**src/at8tc_pkg.sv**
```systemverilog
// Shared constants for the 8-bit timer/counter core
package at8tc_pkg;
	// Register word indices; byte address is four times the index
	localparam logic [3:0] REG_CTRL_A   = 4'h0;
	localparam logic [3:0] REG_CTRL_B   = 4'h1;
	localparam logic [3:0] REG_COUNT    = 4'h2;
	localparam logic [3:0] REG_CMP_A    = 4'h3;
	localparam logic [3:0] REG_CMP_B    = 4'h4;
	localparam logic [3:0] REG_IRQ_MASK = 4'h5;
	localparam logic [3:0] REG_IRQ_FLAG = 4'h6;
	localparam logic [3:0] REG_ASYNC    = 4'h7;
	localparam logic [3:0] REG_POWER    = 4'h8;
	// Field positions
	localparam int WGM_LO_POS  = 0;
	localparam int CS_POS      = 0;
	localparam int WGM_HI_POS  = 3;
	localparam int ASYNC_POS   = 0;
	localparam int PWR_POS     = 0;
	localparam int FLAG_OVF    = 0;
	localparam int FLAG_MA     = 1;
	localparam int FLAG_MB     = 2;
	// Reset values
	localparam logic [7:0] RST_BYTE  = 8'h00;
	localparam logic [2:0] RST_FLAGS = 3'h0;
	localparam logic       RST_PWR   = 1'b0;
	// Count limits
	localparam logic [7:0] CNT_BOTTOM = 8'h00;
	localparam logic [7:0] CNT_MAX    = 8'hff;
	// Clock select codes
	localparam logic [2:0] CS_OFF = 3'h0;
	// Waveform modes
	localparam logic [2:0] WGM_NORMAL  = 3'h0;
	localparam logic [2:0] WGM_PC_MAX  = 3'h1;
	localparam logic [2:0] WGM_CTC     = 3'h2;
	localparam logic [2:0] WGM_FP_MAX  = 3'h3;
	localparam logic [2:0] WGM_PC_OCRA = 3'h5;
	localparam logic [2:0] WGM_FP_OCRA = 3'h7;
	// Prescaler width
	localparam int PRE_W = 10;
endpackage

```
**src/at8tc_tick_if.sv**
```systemverilog
// Tick request and tick pulse between the core and its tick generator
`timescale 1ns/1ps
interface at8tc_tick_if;
	logic [2:0] clock_select_field;
	logic       async_clock_select;
	logic       run;
	logic       timer_tick;
	modport core (output clock_select_field, output async_clock_select, output run,
		input timer_tick);
	modport gen  (input clock_select_field, input async_clock_select, input run,
		output timer_tick);
endinterface

```
**src/at8tc_tick_gen.sv**
```systemverilog
// Tick generator: source select, oscillator pin sync and prescaler
`timescale 1ns/1ps
module at8tc_tick_gen
	import at8tc_pkg::*;
(
	input  wire logic  clk,
	input  wire logic  sys_rst,
	input  wire logic  osc_pin_in,
	at8tc_tick_if.gen  tk
);
	logic [1:0]       osc_sync_q;
	logic             osc_prev_q;
	logic             src_pulse;
	logic [PRE_W-1:0] pre_q;

	// Divisor mask for each clock select code
	function automatic logic [PRE_W-1:0] div_mask(input logic [2:0] cs);
		case (cs)
			3'h1:    div_mask = 10'h000;
			3'h2:    div_mask = 10'h007;
			3'h3:    div_mask = 10'h01f;
			3'h4:    div_mask = 10'h03f;
			3'h5:    div_mask = 10'h07f;
			3'h6:    div_mask = 10'h0ff;
			default: div_mask = 10'h3ff;
		endcase
	endfunction

	// Two-flop sync of the oscillator pin before edge detection
	always_ff @(posedge clk) begin
		if (sys_rst) begin
			osc_sync_q <= 2'h0;
			osc_prev_q <= 1'b0;
		end else begin
			osc_sync_q <= {osc_sync_q[0], osc_pin_in};
			osc_prev_q <= osc_sync_q[1];
		end
	end

	// Source pulse: every io_clock cycle, or each rising oscillator edge
	assign src_pulse = tk.async_clock_select ? (osc_sync_q[1] & ~osc_prev_q) : 1'b1; // RULE_05

	// Prescaler held at zero while run is low (power gate set) so the first tick spacing is full
	always_ff @(posedge clk) begin
		if (sys_rst || !tk.run) begin
			pre_q <= '0;
		end else if (src_pulse) begin
			pre_q <= pre_q + 10'h001;
		end
	end

	assign tk.timer_tick = tk.run && (tk.clock_select_field != CS_OFF) && src_pulse &&
		((pre_q & div_mask(tk.clock_select_field)) == div_mask(tk.clock_select_field)); // RULE_06
endmodule // at8tc_tick_gen

```
**src/at8tc_core.sv**
```systemverilog
// 8-bit timer/counter core with Avalon-MM register slave
// Behaviour
// RULE_01 - Count and compare registers are eight bits
// RULE_02 - Software clears power gate before operation
// RULE_03 - Flags visible; each masked by own bit
// RULE_04 - Overflow, match A, match B interrupt sources
// RULE_05 - Tick from io_clock or oscillator pin
// RULE_06 - Clock select zero stops the counter
// RULE_07 - Counter readable and writable at any time
// RULE_08 - Processor write beats clear or count
// RULE_09 - Each tick clears, increments or decrements
// RULE_10 - Step by one; clear forces zero
// RULE_11 - Mode from control A and B bits
// RULE_12 - Overflow flag set per mode condition
// RULE_13 - Compares double-buffered, compared every cycle
// RULE_14 - Compare match sets channel match flag
// RULE_15 - Compare results drive two waveform outputs
// RULE_16 - Bottom signalled when count is zero
// RULE_17 - Max signalled when count is 0xff
// RULE_18 - Top is 0xff or compare A
// RULE_19 - Mode 0 wraps, overflow on zero
// RULE_20 - Mode 2 clears after matching compare A
// RULE_21 - Fast PWM top 0xff or compare A
// RULE_22 - Modes 1 and 5 count up then down
// RULE_23 - Reset clears counter, compares, select, flags
`timescale 1ns/1ps
module at8tc_core
	import at8tc_pkg::*;
(
	input  wire logic        clk,
	input  wire logic        sys_rst,
	input  wire logic [3:0]  avs_address,
	input  wire logic        avs_read,
	input  wire logic        avs_write,
	input  wire logic [31:0] avs_writedata,
	input  wire logic [3:0]  avs_byteenable,
	output logic      [31:0] avs_readdata,
	output logic             avs_waitrequest,
	input  wire logic        osc_pin_in,
	output logic             osc_pin_out,
	output logic             compare_output_a,
	output logic             compare_output_b,
	output logic             irq_request
);
	at8tc_tick_if tk ();

	logic [1:0]  wgm_lo_q;
	logic [2:0]  cs_q;
	logic        wgm_hi_q;
	logic        async_q;
	logic        pwr_gate_q;
	logic [7:0]  counter_value_q;
	logic [7:0]  counter_value_d;
	logic [7:0]  cmp_buf_a_q;
	logic [7:0]  cmp_buf_b_q;
	logic [7:0]  cmp_act_a_q;
	logic [7:0]  cmp_act_b_q;
	logic [2:0]  irq_mask_q;
	logic [2:0]  irq_flag_q;
	logic [2:0]  flag_set;
	logic        dir_down_q;
	logic        ack_q;
	logic [31:0] avs_readdata_q;
	logic        wr_stb;
	logic [2:0]  waveform_mode_field;
	logic        pc_mode;
	logic        fp_mode;
	logic [7:0]  top_value;
	logic        at_top;
	logic        at_bottom;
	logic        at_max;
	logic        match_a;
	logic        match_b;
	logic        clear_cnt;
	logic        dir_down;
	logic        reload_cmp;
	logic        cnt_write;
	logic        out_a_q;
	logic        out_b_q;

	// Byte lane 0 strobe; upper lanes hold nothing
	function automatic logic wr_hit(input logic [3:0] idx, input logic [3:0] addr,
		input logic stb, input logic be0);
		wr_hit = stb && be0 && (addr == idx);
	endfunction

	// One wait state: waitrequest drops in the cycle after the request appears
	always_ff @(posedge clk) begin
		if (sys_rst) begin
			ack_q <= 1'b0;
		end else begin
			ack_q <= (avs_read || avs_write) && !ack_q;
		end
	end

	assign avs_waitrequest = (avs_read || avs_write) && !ack_q;
	assign wr_stb          = avs_write && ack_q;
	assign cnt_write       = wr_hit(REG_COUNT, avs_address, wr_stb, avs_byteenable[0]);

	// Mode assembled from two low and one high control bit
	assign waveform_mode_field = {wgm_hi_q, wgm_lo_q}; // RULE_11
	assign pc_mode = (waveform_mode_field == WGM_PC_MAX) || (waveform_mode_field == WGM_PC_OCRA);
	assign fp_mode = (waveform_mode_field == WGM_FP_MAX) || (waveform_mode_field == WGM_FP_OCRA);

	// Top chosen by mode: compare A in modes 2, 5, 7, else max
	assign top_value = ((waveform_mode_field == WGM_CTC) || (waveform_mode_field == WGM_PC_OCRA) ||
		(waveform_mode_field == WGM_FP_OCRA)) ? cmp_act_a_q : CNT_MAX; // RULE_18

	// Condition decodes and continuous compares
	assign at_bottom = (counter_value_q == CNT_BOTTOM); // RULE_16
	assign at_max    = (counter_value_q == CNT_MAX); // RULE_17
	assign at_top    = (counter_value_q == top_value);
	assign match_a   = (counter_value_q == cmp_act_a_q); // RULE_13
	assign match_b   = (counter_value_q == cmp_act_b_q); // RULE_13

	// Clear request: at top in single-slope modes with compare A top
	assign clear_cnt = ((waveform_mode_field == WGM_CTC) && match_a) || // RULE_20
		((waveform_mode_field == WGM_FP_OCRA) && at_top); // RULE_21

	// Direction: dual slope turns at top and bottom; others count up
	assign dir_down = pc_mode && (at_top ? 1'b1 : (at_bottom ? 1'b0 : dir_down_q)); // RULE_22

	// Next count value; the processor write overrides every tick action
	always_comb begin
		counter_value_d = counter_value_q;
		if (cnt_write) begin
			counter_value_d = avs_writedata[7:0]; // RULE_07 RULE_08
		end else if (tk.timer_tick) begin
			if (clear_cnt) begin
				counter_value_d = CNT_BOTTOM; // RULE_10
			end else if (dir_down) begin
				counter_value_d = counter_value_q - 8'h01; // RULE_09 RULE_10
			end else begin
				counter_value_d = counter_value_q + 8'h01; // RULE_09 RULE_19
			end
		end
	end

	// Eight-bit counter storage
	always_ff @(posedge clk) begin
		if (sys_rst) begin
			counter_value_q <= RST_BYTE; // RULE_23
		end else begin
			counter_value_q <= counter_value_d; // RULE_01
		end
	end

	// Direction register follows the turn decision on each tick without a counter write
	always_ff @(posedge clk) begin
		if (sys_rst) begin
			dir_down_q <= 1'b0;
		end else if (!pc_mode) begin
			dir_down_q <= 1'b0;
		end else if (tk.timer_tick && !cnt_write) begin
			dir_down_q <= dir_down; // RULE_22
		end
	end

	// Compare reload: immediate in non-PWM modes, at top in PWM modes to avoid glitches
	assign reload_cmp = !(pc_mode || fp_mode) || (tk.timer_tick && at_top);

	// Written compare values land in the buffer first
	always_ff @(posedge clk) begin
		if (sys_rst) begin
			cmp_buf_a_q <= RST_BYTE; // RULE_23
			cmp_buf_b_q <= RST_BYTE;
		end else begin
			if (wr_hit(REG_CMP_A, avs_address, wr_stb, avs_byteenable[0])) begin
				cmp_buf_a_q <= avs_writedata[7:0]; // RULE_01
			end
			if (wr_hit(REG_CMP_B, avs_address, wr_stb, avs_byteenable[0])) begin
				cmp_buf_b_q <= avs_writedata[7:0]; // RULE_01
			end
		end
	end

	// Active compare values used by the comparators
	always_ff @(posedge clk) begin
		if (sys_rst) begin
			cmp_act_a_q <= RST_BYTE;
			cmp_act_b_q <= RST_BYTE;
		end else if (reload_cmp) begin
			cmp_act_a_q <= cmp_buf_a_q; // RULE_13
			cmp_act_b_q <= cmp_buf_b_q; // RULE_13
		end
	end

	// Event sources per mode
	always_comb begin
		flag_set = 3'h0;
		if (tk.timer_tick && !cnt_write) begin
			flag_set[FLAG_MA] = match_a; // RULE_14
			flag_set[FLAG_MB] = match_b; // RULE_14
			if (pc_mode) begin
				flag_set[FLAG_OVF] = at_bottom && dir_down_q; // RULE_12 RULE_22
			end else if (waveform_mode_field == WGM_FP_OCRA) begin
				flag_set[FLAG_OVF] = at_top; // RULE_12 RULE_21
			end else begin
				flag_set[FLAG_OVF] = at_max && !clear_cnt; // RULE_12 RULE_19
			end
		end
	end

	// Sticky flags, write one to clear; a new event wins over a clear
	always_ff @(posedge clk) begin
		if (sys_rst) begin
			irq_flag_q <= RST_FLAGS; // RULE_23
		end else if (wr_hit(REG_IRQ_FLAG, avs_address, wr_stb, avs_byteenable[0])) begin
			irq_flag_q <= (irq_flag_q & ~avs_writedata[2:0]) | flag_set; // RULE_03 RULE_04
		end else begin
			irq_flag_q <= irq_flag_q | flag_set; // RULE_04
		end
	end

	// Control and mask registers
	always_ff @(posedge clk) begin
		if (sys_rst) begin
			wgm_lo_q   <= 2'h0;
			cs_q       <= CS_OFF; // RULE_23
			wgm_hi_q   <= 1'b0;
			async_q    <= 1'b0;
			pwr_gate_q <= RST_PWR;
			irq_mask_q <= RST_FLAGS; // RULE_23
		end else begin
			if (wr_hit(REG_CTRL_A, avs_address, wr_stb, avs_byteenable[0])) begin
				wgm_lo_q <= avs_writedata[WGM_LO_POS +: 2];
			end
			if (wr_hit(REG_CTRL_B, avs_address, wr_stb, avs_byteenable[0])) begin
				cs_q     <= avs_writedata[CS_POS +: 3];
				wgm_hi_q <= avs_writedata[WGM_HI_POS];
			end
			if (wr_hit(REG_ASYNC, avs_address, wr_stb, avs_byteenable[0])) begin
				async_q <= avs_writedata[ASYNC_POS]; // RULE_05
			end
			if (wr_hit(REG_POWER, avs_address, wr_stb, avs_byteenable[0])) begin
				pwr_gate_q <= avs_writedata[PWR_POS];
			end
			if (wr_hit(REG_IRQ_MASK, avs_address, wr_stb, avs_byteenable[0])) begin
				irq_mask_q <= avs_writedata[2:0];
			end
		end
	end

	// Each flag gated by its own mask bit onto the request line
	assign irq_request = |(irq_flag_q & irq_mask_q); // RULE_03

	// Tick generator connection; the power gate holds the tick generator idle
	assign tk.clock_select_field = cs_q; // RULE_06
	assign tk.async_clock_select = async_q;
	assign tk.run                = !pwr_gate_q; // RULE_02

	at8tc_tick_gen u_tick (
		.clk        (clk),
		.sys_rst    (sys_rst),
		.osc_pin_in (osc_pin_in),
		.tk         (tk)
	);

	// Waveform generator: toggle in non-PWM, set/clear in PWM modes
	always_ff @(posedge clk) begin
		if (sys_rst) begin
			out_a_q <= 1'b0;
			out_b_q <= 1'b0;
		end else if (tk.timer_tick && !cnt_write) begin
			if (fp_mode) begin
				out_a_q <= match_a ? 1'b0 : (at_top ? 1'b1 : out_a_q); // RULE_15
				out_b_q <= match_b ? 1'b0 : (at_top ? 1'b1 : out_b_q); // RULE_15
			end else if (pc_mode) begin
				out_a_q <= match_a ? dir_down_q : out_a_q; // RULE_15
				out_b_q <= match_b ? dir_down_q : out_b_q; // RULE_15
			end else begin
				out_a_q <= out_a_q ^ match_a; // RULE_15
				out_b_q <= out_b_q ^ match_b; // RULE_15
			end
		end
	end

	assign compare_output_a = out_a_q;
	assign compare_output_b = out_b_q;
	// The crystal amplifier is analog; the digital core never drives it
	assign osc_pin_out = 1'b0;

	// Read data captured at the acknowledge edge; unmapped reads give zero
	always_ff @(posedge clk) begin
		if (sys_rst) begin
			avs_readdata_q <= 32'h0000_0000;
		end else if (avs_read && !ack_q) begin
			case (avs_address)
				REG_CTRL_A:   avs_readdata_q <= {30'h0, wgm_lo_q};
				REG_CTRL_B:   avs_readdata_q <= {28'h0, wgm_hi_q, cs_q};
				REG_COUNT:    avs_readdata_q <= {24'h0, counter_value_q}; // RULE_07
				REG_CMP_A:    avs_readdata_q <= {24'h0, cmp_buf_a_q};
				REG_CMP_B:    avs_readdata_q <= {24'h0, cmp_buf_b_q};
				REG_IRQ_MASK: avs_readdata_q <= {29'h0, irq_mask_q};
				REG_IRQ_FLAG: avs_readdata_q <= {29'h0, irq_flag_q}; // RULE_03
				REG_ASYNC:    avs_readdata_q <= {31'h0, async_q};
				REG_POWER:    avs_readdata_q <= {31'h0, pwr_gate_q};
				default:      avs_readdata_q <= 32'h0000_0000;
			endcase
		end
	end

	assign avs_readdata = avs_readdata_q;
endmodule // at8tc_core

```
**config.mk**
```make
export PLATFORM = sky130hd
export DESIGN_NAME = at8tc_core
export DESIGN_NICKNAME = d
export VERILOG_FILES = /design/src/at8tc_pkg.sv /design/src/at8tc_tick_if.sv /design/src/at8tc_tick_gen.sv /design/src/at8tc_core.sv
export SDC_FILE = /design/constraint.sdc
export NUM_CORES = 1
export LEC_CHECK = 0
export ABC_AREA = 1
export BUFFER_PORTS_ARGS = -buffer_cell sky130_fd_sc_hd__buf_4
export CAP_MARGIN = 20
export CORE_MARGIN = 5
export CORE_UTILIZATION = 30
export DETAILED_ROUTE_END_ITERATION = 8
export PLACE_DENSITY = 0.55
export SLEW_MARGIN = 20
export SYNTH_ARGS = -nofsm -noshare
export SYNTH_HDL_FRONTEND = slang
export SYNTH_SLANG_ARGS = --single-unit
```
**constraint.sdc**
```tcl
create_clock -name clk -period 4.4 [get_ports clk]
set_clock_uncertainty 0.1 [all_clocks]
set_input_delay 0.44 -clock clk [delete_from_list [all_inputs] [get_ports clk]]
set_output_delay 0.44 -clock clk [all_outputs]
set_load 0.005 [all_outputs]
```
==> qor.yml, run 1 <==
outcome: "complete, no violations"
reg2reg_from: "counter_value_q[0]"
leakage_nw: 2.07
clockBufferDepth: 2
antenna_cells: 0
rsz0062_at_grt: "false"
post-dp-hpwl_um: 8810
cp_max_fo: 8
postRouteAntennaNets: 0
crit_chain: "inv_2 -> nand2_1 -> nand3_1 -> nor2_2 -> nand3_2 -> o21ai_1 -> nand2_1 -> inv_1 -> ha_1 -> a21oi_1 -> nand2_1 -> nand2_1 -> nand2_1 -> a21oi_1 -> or2_2 -> nand3_1 -> a31oi_1"
cts_max_level: 3
synth.area.top_cells: "dfxtp_1 37%, nand2_1 11%, inv_1 6.5%"
synth_cell_types: 43
core-area_mm2: 0.0140
max_freq_mhz: 329
crit_path_top_delay_cell: "dfxtp_1"
synth_area_mm2: 0.00433
hold_viol_final: 0
avgRoutedWirePerCell_um: 13.7
min_to: "u_tick.osc_sync_q[0]"
grt_pass1_wl_um: 18600
nFillCells: 1495
cts-root-buf: "clkbuf_16"
vias: 3965
total_power_mw: 1.62
setup_tns_ps: 0
period_minus_slack_ps: 3040
arrival_ps: 3200
yosysTopAreaCell: "dfxtp_1"
cts-buffers-inserted: 9
synth_common_cells: "128 x nand2_1, 79 x dfxtp_1, 75 x inv_1"
ys_warn_count: 0
vdd_drop_max_mv: 0.189
drive_above_1_share: 0.125
netlist_instances: 625
yosysSeqAreaShare: 0.366
grt_pass1_vias: 3710
async_reset_ff_frac: 0
path_clk_slew_ps: 60
grt_max_degree: 44
setup.worst_path.end_class: "flop"
ys_ff_latch: 79
reg2regPathDepth: 17
finalSetupViolCount: 0
slowest_delay_ps: 520
start_util: 0.309
vias_per_cell: 4.75
relSlewSlack: 0.432
firstDrtPassIters: 4
drt_iter0_drc: 232
fp.dieW_um: 130
postCtsSetupRepairBufs: 0
regToRegSetupSlack_ps: 1360
synth_edf_count: 0
ios: 82
worstSetupStartpointType: "flop"
syn_to_final_growth_pct: 13.5
drc: 0
maxCapViolCount: 0
grt_usage: 0.138
cts_tree: "done"
drt-total-wl_um: 11400
timing.rr.end: "counter_value_q[5]"
yosys_most_used_dff: "dfxtp_1"
min_from: "osc_pin_in"
cp.buffers_inverters: 2
critPathRequiredTime_ps: 4560
cts_hold_buf: 0
synth_top_area_share: 0.366
yosysMostFrequentCell: "nand2_1"
die_area_mm2: 0.0169
cpMostUsedCell: "nand2_1"
io_buffers: 29
chipHeight_um: 130
cts_sinks: 79
powerDensity_mw_per_mm2: 330
final_util: 0.351
critPathTopFamily: "simple AND/OR/NAND/NOR gates"
avgSynthCellArea_um2: 6.92
nets: 702
rows: 43
crit_type: "reg2reg"
hp-class: "in2reg"
tightest_slew_ps: 844
gp_congestion: 0.857
grt_overflow: 0
worstHoldPathCells: 3
min_period_over_period: 0.691
slew_viol_final: 0
antenna_found_initial: 0
clk_latency_ps: 340
cts_resized: 0
==> worst reg2reg max path, stage by stage (launching register included) <==
cell     delay [ps]
dfxtp_1         520
inv_2           110
nand2_1          80
nand3_1          80
nor2_2          160
nand3_2         130
o21ai_1         220
nand2_1          70
inv_1           250
ha_1            340
a21oi_1         150
nand2_1         100
nand2_1          90
nand2_1          60
a21oi_1         160
or2_2           140
nand3_1          80
a31oi_1         130
==> power breakdown <==
group | internal (mW) | total (mW) | switching, mW
Clock | 0.499 | 0.803 | 0.305
Combinational | 0.0277 | 0.0880 | 0.0603
Sequential | 0.723 | 0.729 | 0.00629
==> registers in the layout (all words and copies together), names as in the netlist <==
| name | count |
|---|---|
| cmp_act_a_q | 8 |
| cmp_act_b_q | 8 |
| compare_output_a | 1 |
| avs_readdata | 8 |
| pwr_gate_q | 1 |
| async_q | 1 |
| u_tick.osc_prev_q | 1 |
| ack_q | 1 |
| irq_mask_q | 3 |
| irq_flag_q | 3 |
| compare_output_b | 1 |
| u_tick.pre_q | 10 |
| dir_down_q | 1 |
| wgm_hi_q | 1 |
| cs_q | 3 |
| wgm_lo_q | 2 |
| counter_value_q | 8 |
| cmp_buf_a_q | 8 |
| cmp_buf_b_q | 8 |
| u_tick.osc_sync_q | 2 |
==> area by class of cell <==
class	instances	area [µm²]	share of cell area
inverter	81	304	0.0619
clock buffer	9	225	0.0459
timing repair buffer	29	218	0.0443
tap	180	225	0.0459
sequential	79	1580	0.322
multi-input combinational	449	2260	0.460
clock inverter	7	96.3	0.0196
==> worst max-delay path by stage <==
stage	cells after the start	endpoint	start	slack, ps
after global routing	17	counter_value_q[5]	counter_value_q[0]	1090
after global placement	17	counter_value_q[5]	counter_value_q[5]	1470
after detailed placement	17	counter_value_q[5]	counter_value_q[5]	1400
after floorplan	19	counter_value_q[5]	counter_value_q[1]	1880
after CTS	17	counter_value_q[5]	counter_value_q[5]	1360
final	17	counter_value_q[5]	counter_value_q[0]	1360
==> metrics by stage <==
stage          worst slack, ps  cells  hold WS, ps  cell area [µm²]
4_1_cts                   1360    834          206             4910
3_3_place_gp              1470    818          299             4590
6_report                  1360    834          215             4910
5_1_grt                   1090    834          231             4910
3_5_place_dp              1400    818          296             4590
2_1_floorplan             1880    649          288             4420
==> logic make-up after synthesis <==
kind of cell | share of synthesized area
xor gates and xnor gates | 0.0162
and+or+nand+nor | 0.259
other | 0.000867
adders and majority gates | 0.0249
AOI/OAI and AO/OA | 0.201
DFF | 0.366
buffers and inverters | 0.132
==> cells in the final DEF, fill, tap and decap left out, types with 2 or more instances in the layout <==
cell	synthesis	final
o21ai_0	51	51
dfxtp_1	79	79
o22ai_1	4	4
a221oi_1	3	3
inv_1	75	74
o21ai_2	7	7
nor3_1	5	5
clkinv_2	0	2
ha_1	7	7
nand3_2	2	2
inv_2	6	7
xnor2_1	3	3
nand4_1	3	3
nand3_1	37	37
a21oi_1	45	45
nor2_4	3	3
bufinv_16	0	2
a21oi_2	7	7
clkinv_4	0	2
a31oi_1	9	9
o21ai_1	2	2
conb_1	1	25
buf_4	27	29
o211ai_1	8	8
xor2_1	5	5
nor4_1	4	4
clkbuf_16	0	9
or2_2	5	5
nor2_1	72	72
nand2_2	2	2
nand2_1	128	128
==> routing by layer <==
layer | GRT usage | vias up | share of wire
met5 | 0 | - | 0
met4 | 0.0544 | 0 | 0.019
met3 | 0.0180 | 14 | 0.038
met2 | 0.226 | 89 | 0.48
met1 | 0.184 | 1819 | 0.47
li1 | - | 2043 | -
Power figures use the tool's default switching activity.
==> inputs of run 2 (changes only) <==
--- a/config.mk
+++ b/config.mk
@@ -5,7 +5,7 @@
 export SDC_FILE = /design/constraint.sdc
 export NUM_CORES = 1
 export LEC_CHECK = 0
-export ABC_AREA = 1
+export ABC_AREA = 0
 export BUFFER_PORTS_ARGS = -buffer_cell sky130_fd_sc_hd__buf_4
 export CAP_MARGIN = 20
 export CORE_MARGIN = 5
==> constraint.sdc (replaced) <==
create_clock -name clk -period 3 [get_ports clk]
set_clock_uncertainty 0.1 [all_clocks]
set_input_delay 0.3 -clock clk [delete_from_list [all_inputs] [get_ports clk]]
set_output_delay 0.3 -clock clk [all_outputs]
set_load 0.005 [all_outputs]
==> run 2 against run 1 <==
- the run now ends with setup timing left
- non-clock buffer count is 53 higher
- synthesized area decreased by 0.43%
- critical endpoint is now counter_value_q[7]
- clock-buffer cell count is 1 higher
==> qor.yml, run 2 <==
outcome: "finished with violations"
violations: "setup timing"
max_freq_mhz: 311
stdcell_count: 778
rows: 43
rsz0062_at_grt: "true"
grt_pass1_wl_um: 19300
yosys_most_used_dff: "dfxtp_1"
grt_pass1_vias: 3727
slowest_delay_ps: 430
ios: 82
finalSetupViolCount: 2
relSlewSlack: 0.491
die_area_mm2: 0.0169
drc: 0
synth_edf_count: 0
vias: 3900
crit_chain: "nor2b_4 -> a2111o_1 -> o31ai_4 -> a22oi_2 -> nor2_4 -> ha_4 -> a21oi_4 -> o2111ai_2 -> a21o_1 -> a21o_1 -> or3_4 -> a211oi_2 -> a311o_1"
tightest_slew_ps: 758
min_period_over_period: 1.07
postRouteAntennaNets: 0
drive_above_1_share: 0.217
ys_warn_count: 0
cts_tree: "done"
antenna_cells: 0
cts_max_level: 3
synth_area_mm2: 0.00431
chipHeight_um: 130
cts-buffers-inserted: 9
leakage_nw: 2.30
core-area_mm2: 0.0140
final_util: 0.385
io_buffers: 29
fp.dieW_um: 130
hold_viol_final: 0
hp-class: "in2reg"
setup.worst_path.end_class: "flop"
critPathRequiredTime_ps: 3180
yosysTopAreaCell: "dfxtp_1"
clk_latency_ps: 340
yosysMostFrequentCell: "dfxtp_1"
avgRoutedWirePerCell_um: 15.2
firstDrtPassIters: 5
multiInputGateArea_mm2: 0.00258
post-dp-hpwl_um: 8840
async_reset_ff_frac: 0
period_minus_slack_ps: 3220
clockBufferDepth: 2
grt_overflow: 0
start_util: 0.308
synth_common_cells: "79 x dfxtp_1, 72 x nor2_1, 62 x nand2_1"
maxCapViolCount: 0
crit_path_top_delay_cell: "a2111o_1"
path_clk_slew_ps: 60
avgSynthCellArea_um2: 8.17
ys_ff_latch: 79
vdd_drop_max_mv: 0.298
reg2regPathDepth: 13
fin_ws_ps: -215
largest_reg_flops: 10
syn_to_final_growth_pct: 25.0
register_area_mm2: 0.00159
total_power_mw: 2.30
synth.area.top_cells: "dfxtp_1 37%, mux2i_1 6.7%, nor2_1 6.3%"
placedCellCount: 757
dp_slack_ps: -234
gp_congestion: 0.885
synth_cell_types: 61
yosysSeqAreaShare: 0.367
worstSetupStartpointType: "flop"
vias_per_cell: 5.01
nFillCells: 1466
cts_hold_buf: 0
drt_iter0_drc: 324
drt-total-wl_um: 11800
cts-root-buf: "clkbuf_16"
antenna_found_initial: 0
crit_type: "reg2reg"
final_common_cell: "buf_4"
grt_usage: 0.144
netlist_instances: 527
cpMostUsedCell: "a21o_1"
arrival_ps: 3400
cp_max_fo: 6
synth_top_area_share: 0.367
grt_max_degree: 47
nets: 646
final_cell_mix: "79 x buf_4, 75 x dfxtp_1, 71 x nor2_1"
slew_viol_final: 0
top_register: "u_tick.pre_q"
worstHoldPathCells: 2
cts_sinks: 79
powerDensity_mw_per_mm2: 427
-- run 2: changes by cell type after synthesis, sizes merged, moves of 8 or more --
| cell | change |
|---|---|
| o211ai | -8 |
| clkbuf | +10 |
| nor2b | +10 |
| inv | -65 |
| mux2i | +29 |
| xor2 | +10 |
| a21oi | -13 |
| nand2 | -68 |
| o21ai | -52 |
| nand3 | -10 |
-- run 2: worst max-delay path, delay by kind of cell (launching register included) --
family                   cells  cell delay, ps
adder cells (fa/ha/maj)      1             260
AO/OA/AOI/OAI                9            1720
AND/OR/NAND/NOR              3             740
flip-flops                   1             330
-- run 2: layout make-up --
type | instances | area share
multi-input cells | 405 | 0.480
flip-flops and latches | 79 | 0.295
repair buffers | 82 | 0.116
clock buffers | 10 | 0.0425
well taps | 180 | 0.0418
clock inverters | 6 | 0.0130
inverters | 16 | 0.0112
-- run 2: cell families (layout without fill, tap and decap cells) --
kind of cell	Yosys count	in the layout	share of synthesized area
DFF	79	79	0.367
AOI/OAI and AO/OA	98	98	0.159
adders and majority gates	8	8	0.0250
muxes	32	32	0.0831
xor gates and xnor gates	23	23	0.0468
other	1	25	0.000871
buffers and inverters	67	114	0.0837
and+or+nand+nor	219	219	0.234
-- run 2: what timing repair did --
action,in CTS,in global routing
cloned,0,0
buffers inserted,1,5
pin swaps,7,12
endpoints found under the setup margin,3,4
resized for setup,3,14
-- run 2: metrics by stage --
step	area (µm²)	hold WS [ps]	TNS, ps
floorplan	4480	314	-181
global placement	4970	320	-367
detailed placement	4970	330	-396
CTS	5290	63.7	-271
global route	5380	90.5	-834
finish	5380	72.6	-340
-- run 2: final timing paths --
kind / from / end / slack [ps]
worst min-delay path: osc_pin_in / u_tick.osc_sync_q[0] / 70
worst max-delay path: counter_value_q[1] / counter_value_q[7] / -220
worst min register to register: u_tick.osc_sync_q[0] / u_tick.osc_sync_q[1] / 340
worst max register to register: counter_value_q[1] / counter_value_q[7] / -220
-- run 2: per-layer routing --
metal / vias to the layer above / routed length, µm / GRT usage / part of all wire
li1: 1927 / - / - / -
met1: 1854 / 5460 / 0.193 / 0.46
met2: 94 / 5510 / 0.229 / 0.46
met3: 25 / 565 / 0.0299 / 0.048
met4: 0 / 312 / 0.0562 / 0.026
met5: - / 0 / 0 / 0
-- run 2: power breakdown --
group	switching (mW)	internal, mW	total [mW]
combinational	0.0840	0.0428	0.127
clock	0.454	0.651	1.10
sequential	0.00719	1.06	1.06
==> inputs of run 3 (changes only) <==
--- a/config.mk
+++ b/config.mk
@@ -6,11 +6,13 @@
 export NUM_CORES = 1
 export LEC_CHECK = 0
 export ABC_AREA = 0
+export ABC_CLOCK_PERIOD_IN_PS = 3800
 export BUFFER_PORTS_ARGS = -buffer_cell sky130_fd_sc_hd__buf_4
 export CAP_MARGIN = 20
 export CORE_MARGIN = 5
 export CORE_UTILIZATION = 30
 export DETAILED_ROUTE_END_ITERATION = 8
+export GPL_ROUTABILITY_DRIVEN = 0
 export PLACE_DENSITY = 0.55
 export SLEW_MARGIN = 20
 export SYNTH_ARGS = -nofsm -noshare
==> constraint.sdc (replaced) <==
create_clock -name clk -period 3.8 [get_ports clk]
set_clock_uncertainty 0.1 [all_clocks]
set_input_delay 0.38 -clock clk [delete_from_list [all_inputs] [get_ports clk]]
set_output_delay 0.38 -clock clk [all_outputs]
set_load 0.005 [all_outputs]
==> run 3 against run 2 <==
- cell count down 5.3%
- maximum frequency down 9.3%
- combinational power shrank 24%
- die area unchanged
- largest cell class unchanged
- flip-flop and latch count did not move
- total power fell by 20%
- clock power fell by 18%
- critical path depth increased by 1
- worst hold slack improved by 74 ps
- sequential power is 21% lower
- via count fell by 5.0%
- the flow now finishes without violations
==> qor.yml, run 3 (synthesis results as in run 2) <==
outcome: "complete, no violations"
avgRoutedWirePerCell_um: 15.6
post-dp-hpwl_um: 8330
max_freq_mhz: 282
relSlewSlack: 0.510
grt_usage: 0.137
clk_latency_ps: 350
crit_type: "reg2reg"
drt-total-wl_um: 11500
finalSetupViolCount: 0
vias_per_cell: 5.03
io_buffers: 29
path_clk_slew_ps: 60
nFillCells: 1446
grt_max_degree: 71
final_common_cell: "dfxtp_1"
start_util: 0.308
chipHeight_um: 130
leakage_nw: 2.07
dp_slack_ps: 320
drc: 0
stdcell_count: 737
min_period_over_period: 0.933
p_sw_mw: 0.452
core-area_mm2: 0.0140
p_comb_frac: 0.052
power_switching_share: 0.246
cts_sinks: 79
maxCapViolCount: 0
internal_power_mw: 1.39
rsz0062_at_grt: "false"
drive_above_1_share: 0.126
cts_max_level: 3
firstDrtPassIters: 5
fp.dieW_um: 130
ios: 82
die_area_mm2: 0.0169
largest_reg_flops: 10
top_register: "u_tick.pre_q"
reg2regPathDepth: 14
period_minus_slack_ps: 3550
worstSetupStartpointType: "flop"
clockBufferDepth: 2
cts-buffers-inserted: 9
grt_pass1_vias: 3437
crit_chain: "nor2b_1 -> a2111o_1 -> o31ai_4 -> a22oi_2 -> nor2_1 -> buf_4 -> ha_1 -> nand3_1 -> o2111ai_1 -> a21o_1 -> a21o_1 -> or3_1 -> a211oi_1 -> a311o_1"
grt_pass1_wl_um: 18300
cts-root-buf: "clkbuf_16"
tightest_slew_ps: 735
worstHoldPathCells: 2
syn_to_final_growth_pct: 14.7
postRouteAntennaNets: 0
postCtsSetupRepairBufs: 0
cts_tree: "done"
cpMostUsedCell: "a21o_1"
cts_resized: 0
vdd_drop_max_mv: 0.196
antenna_cells: 0
pwr-share-clk: 0.491
final_cell_mix: "79 x dfxtp_1, 72 x nor2_1, 62 x nand2_1"
drt_iter0_drc: 237
setup_tns_ps: 0
vias: 3704
slew_viol_final: 0
critPathRequiredTime_ps: 3990
setup.worst_path.end_class: "flop"
cp_max_fo: 6
hp-class: "in2reg"
nets: 605
rows: 43
crit_path_top_delay_cell: "a2111o_1"
powerDensity_mw_per_mm2: 373
placedCellCount: 721
grt_overflow: 0
seqPwrFrac: 0.457
cts_hold_buf: 0
slowest_delay_ps: 400
antenna_found_initial: 0
hold_viol_final: 0
final_util: 0.353
arrival_ps: 3730
fin_ws_ps: 254
-- run 3: cell count changes in the layout (fill, tap and decap cells not counted), moves of 2 or more --
cell	change
a21oi_1	+4
a21oi_2	-2
a21oi_4	-2
buf_4	-38
buf_6	-3
clkinv_4	-2
dfxtp_1	+4
dfxtp_2	-4
ha_1	+4
ha_4	-4
inv_6	+2
xnor2_1	+2
xnor2_2	-2
-- run 3: final timing paths --
kind                                           start                    to  slack (ps)
worst min register to register  u_tick.osc_sync_q[0]  u_tick.osc_sync_q[1]         340
worst max-delay path              counter_value_q[1]    counter_value_q[7]         250
worst max register to register    counter_value_q[1]    counter_value_q[7]         250
worst min-delay path                      osc_pin_in  u_tick.osc_sync_q[0]         150
-- run 3: layer usage --
metal,wire length [µm],global-route usage,vias to the layer above
li1,-,-,1842
met1,5540,0.191,1770
met2,5350,0.216,83
met3,456,0.0287,9
met4,136,0.0379,0
met5,0,0,-
-- run 3: power by group through the flow --
| stage | Clock [mW] | Combinational (mW) | Sequential (mW) |
|---|---|---|---|
| after detailed placement | 0 | 0.0951 | 0.860 |
| after CTS | 0.927 | 0.0954 | 0.841 |
| after global routing | 0.961 | 0.107 | 0.842 |
| final | 0.903 | 0.0959 | 0.841 |
| after global placement | 0 | 0.0936 | 0.859 |
| after floorplan | 0 | 0.0760 | 0.858 |
-- run 3: stage by stage --
stage	hold WS (ps)	power [mW]	instance area (µm²)
2_1_floorplan	314	0.934	4400
3_3_place_gp	318	0.953	4630
3_5_place_dp	326	0.955	4630
4_1_cts	137	1.86	4940
5_1_grt	156	1.91	4940
6_report	147	1.84	4940
-- run 3: area by class of cell --
class / instances / area (µm²) / area share
multi-input cells: 405 / 2450 / 0.497
well taps: 180 / 225 / 0.0456
inverters: 16 / 60.1 / 0.0122
clock inverters: 7 / 83.8 / 0.0170
clock buffers: 9 / 225 / 0.0456
repair buffers: 41 / 308 / 0.0623
flip-flops and latches: 79 / 1580 / 0.320
-- run 3: worst max-delay path, delay by kind of cell (launching register included) --
kind | cells | cell delay (ps)
simple gates | 4 | 700
flops | 1 | 390
buf+inv | 1 | 180
fa+ha+maj | 1 | 290
compound gates | 8 | 1820
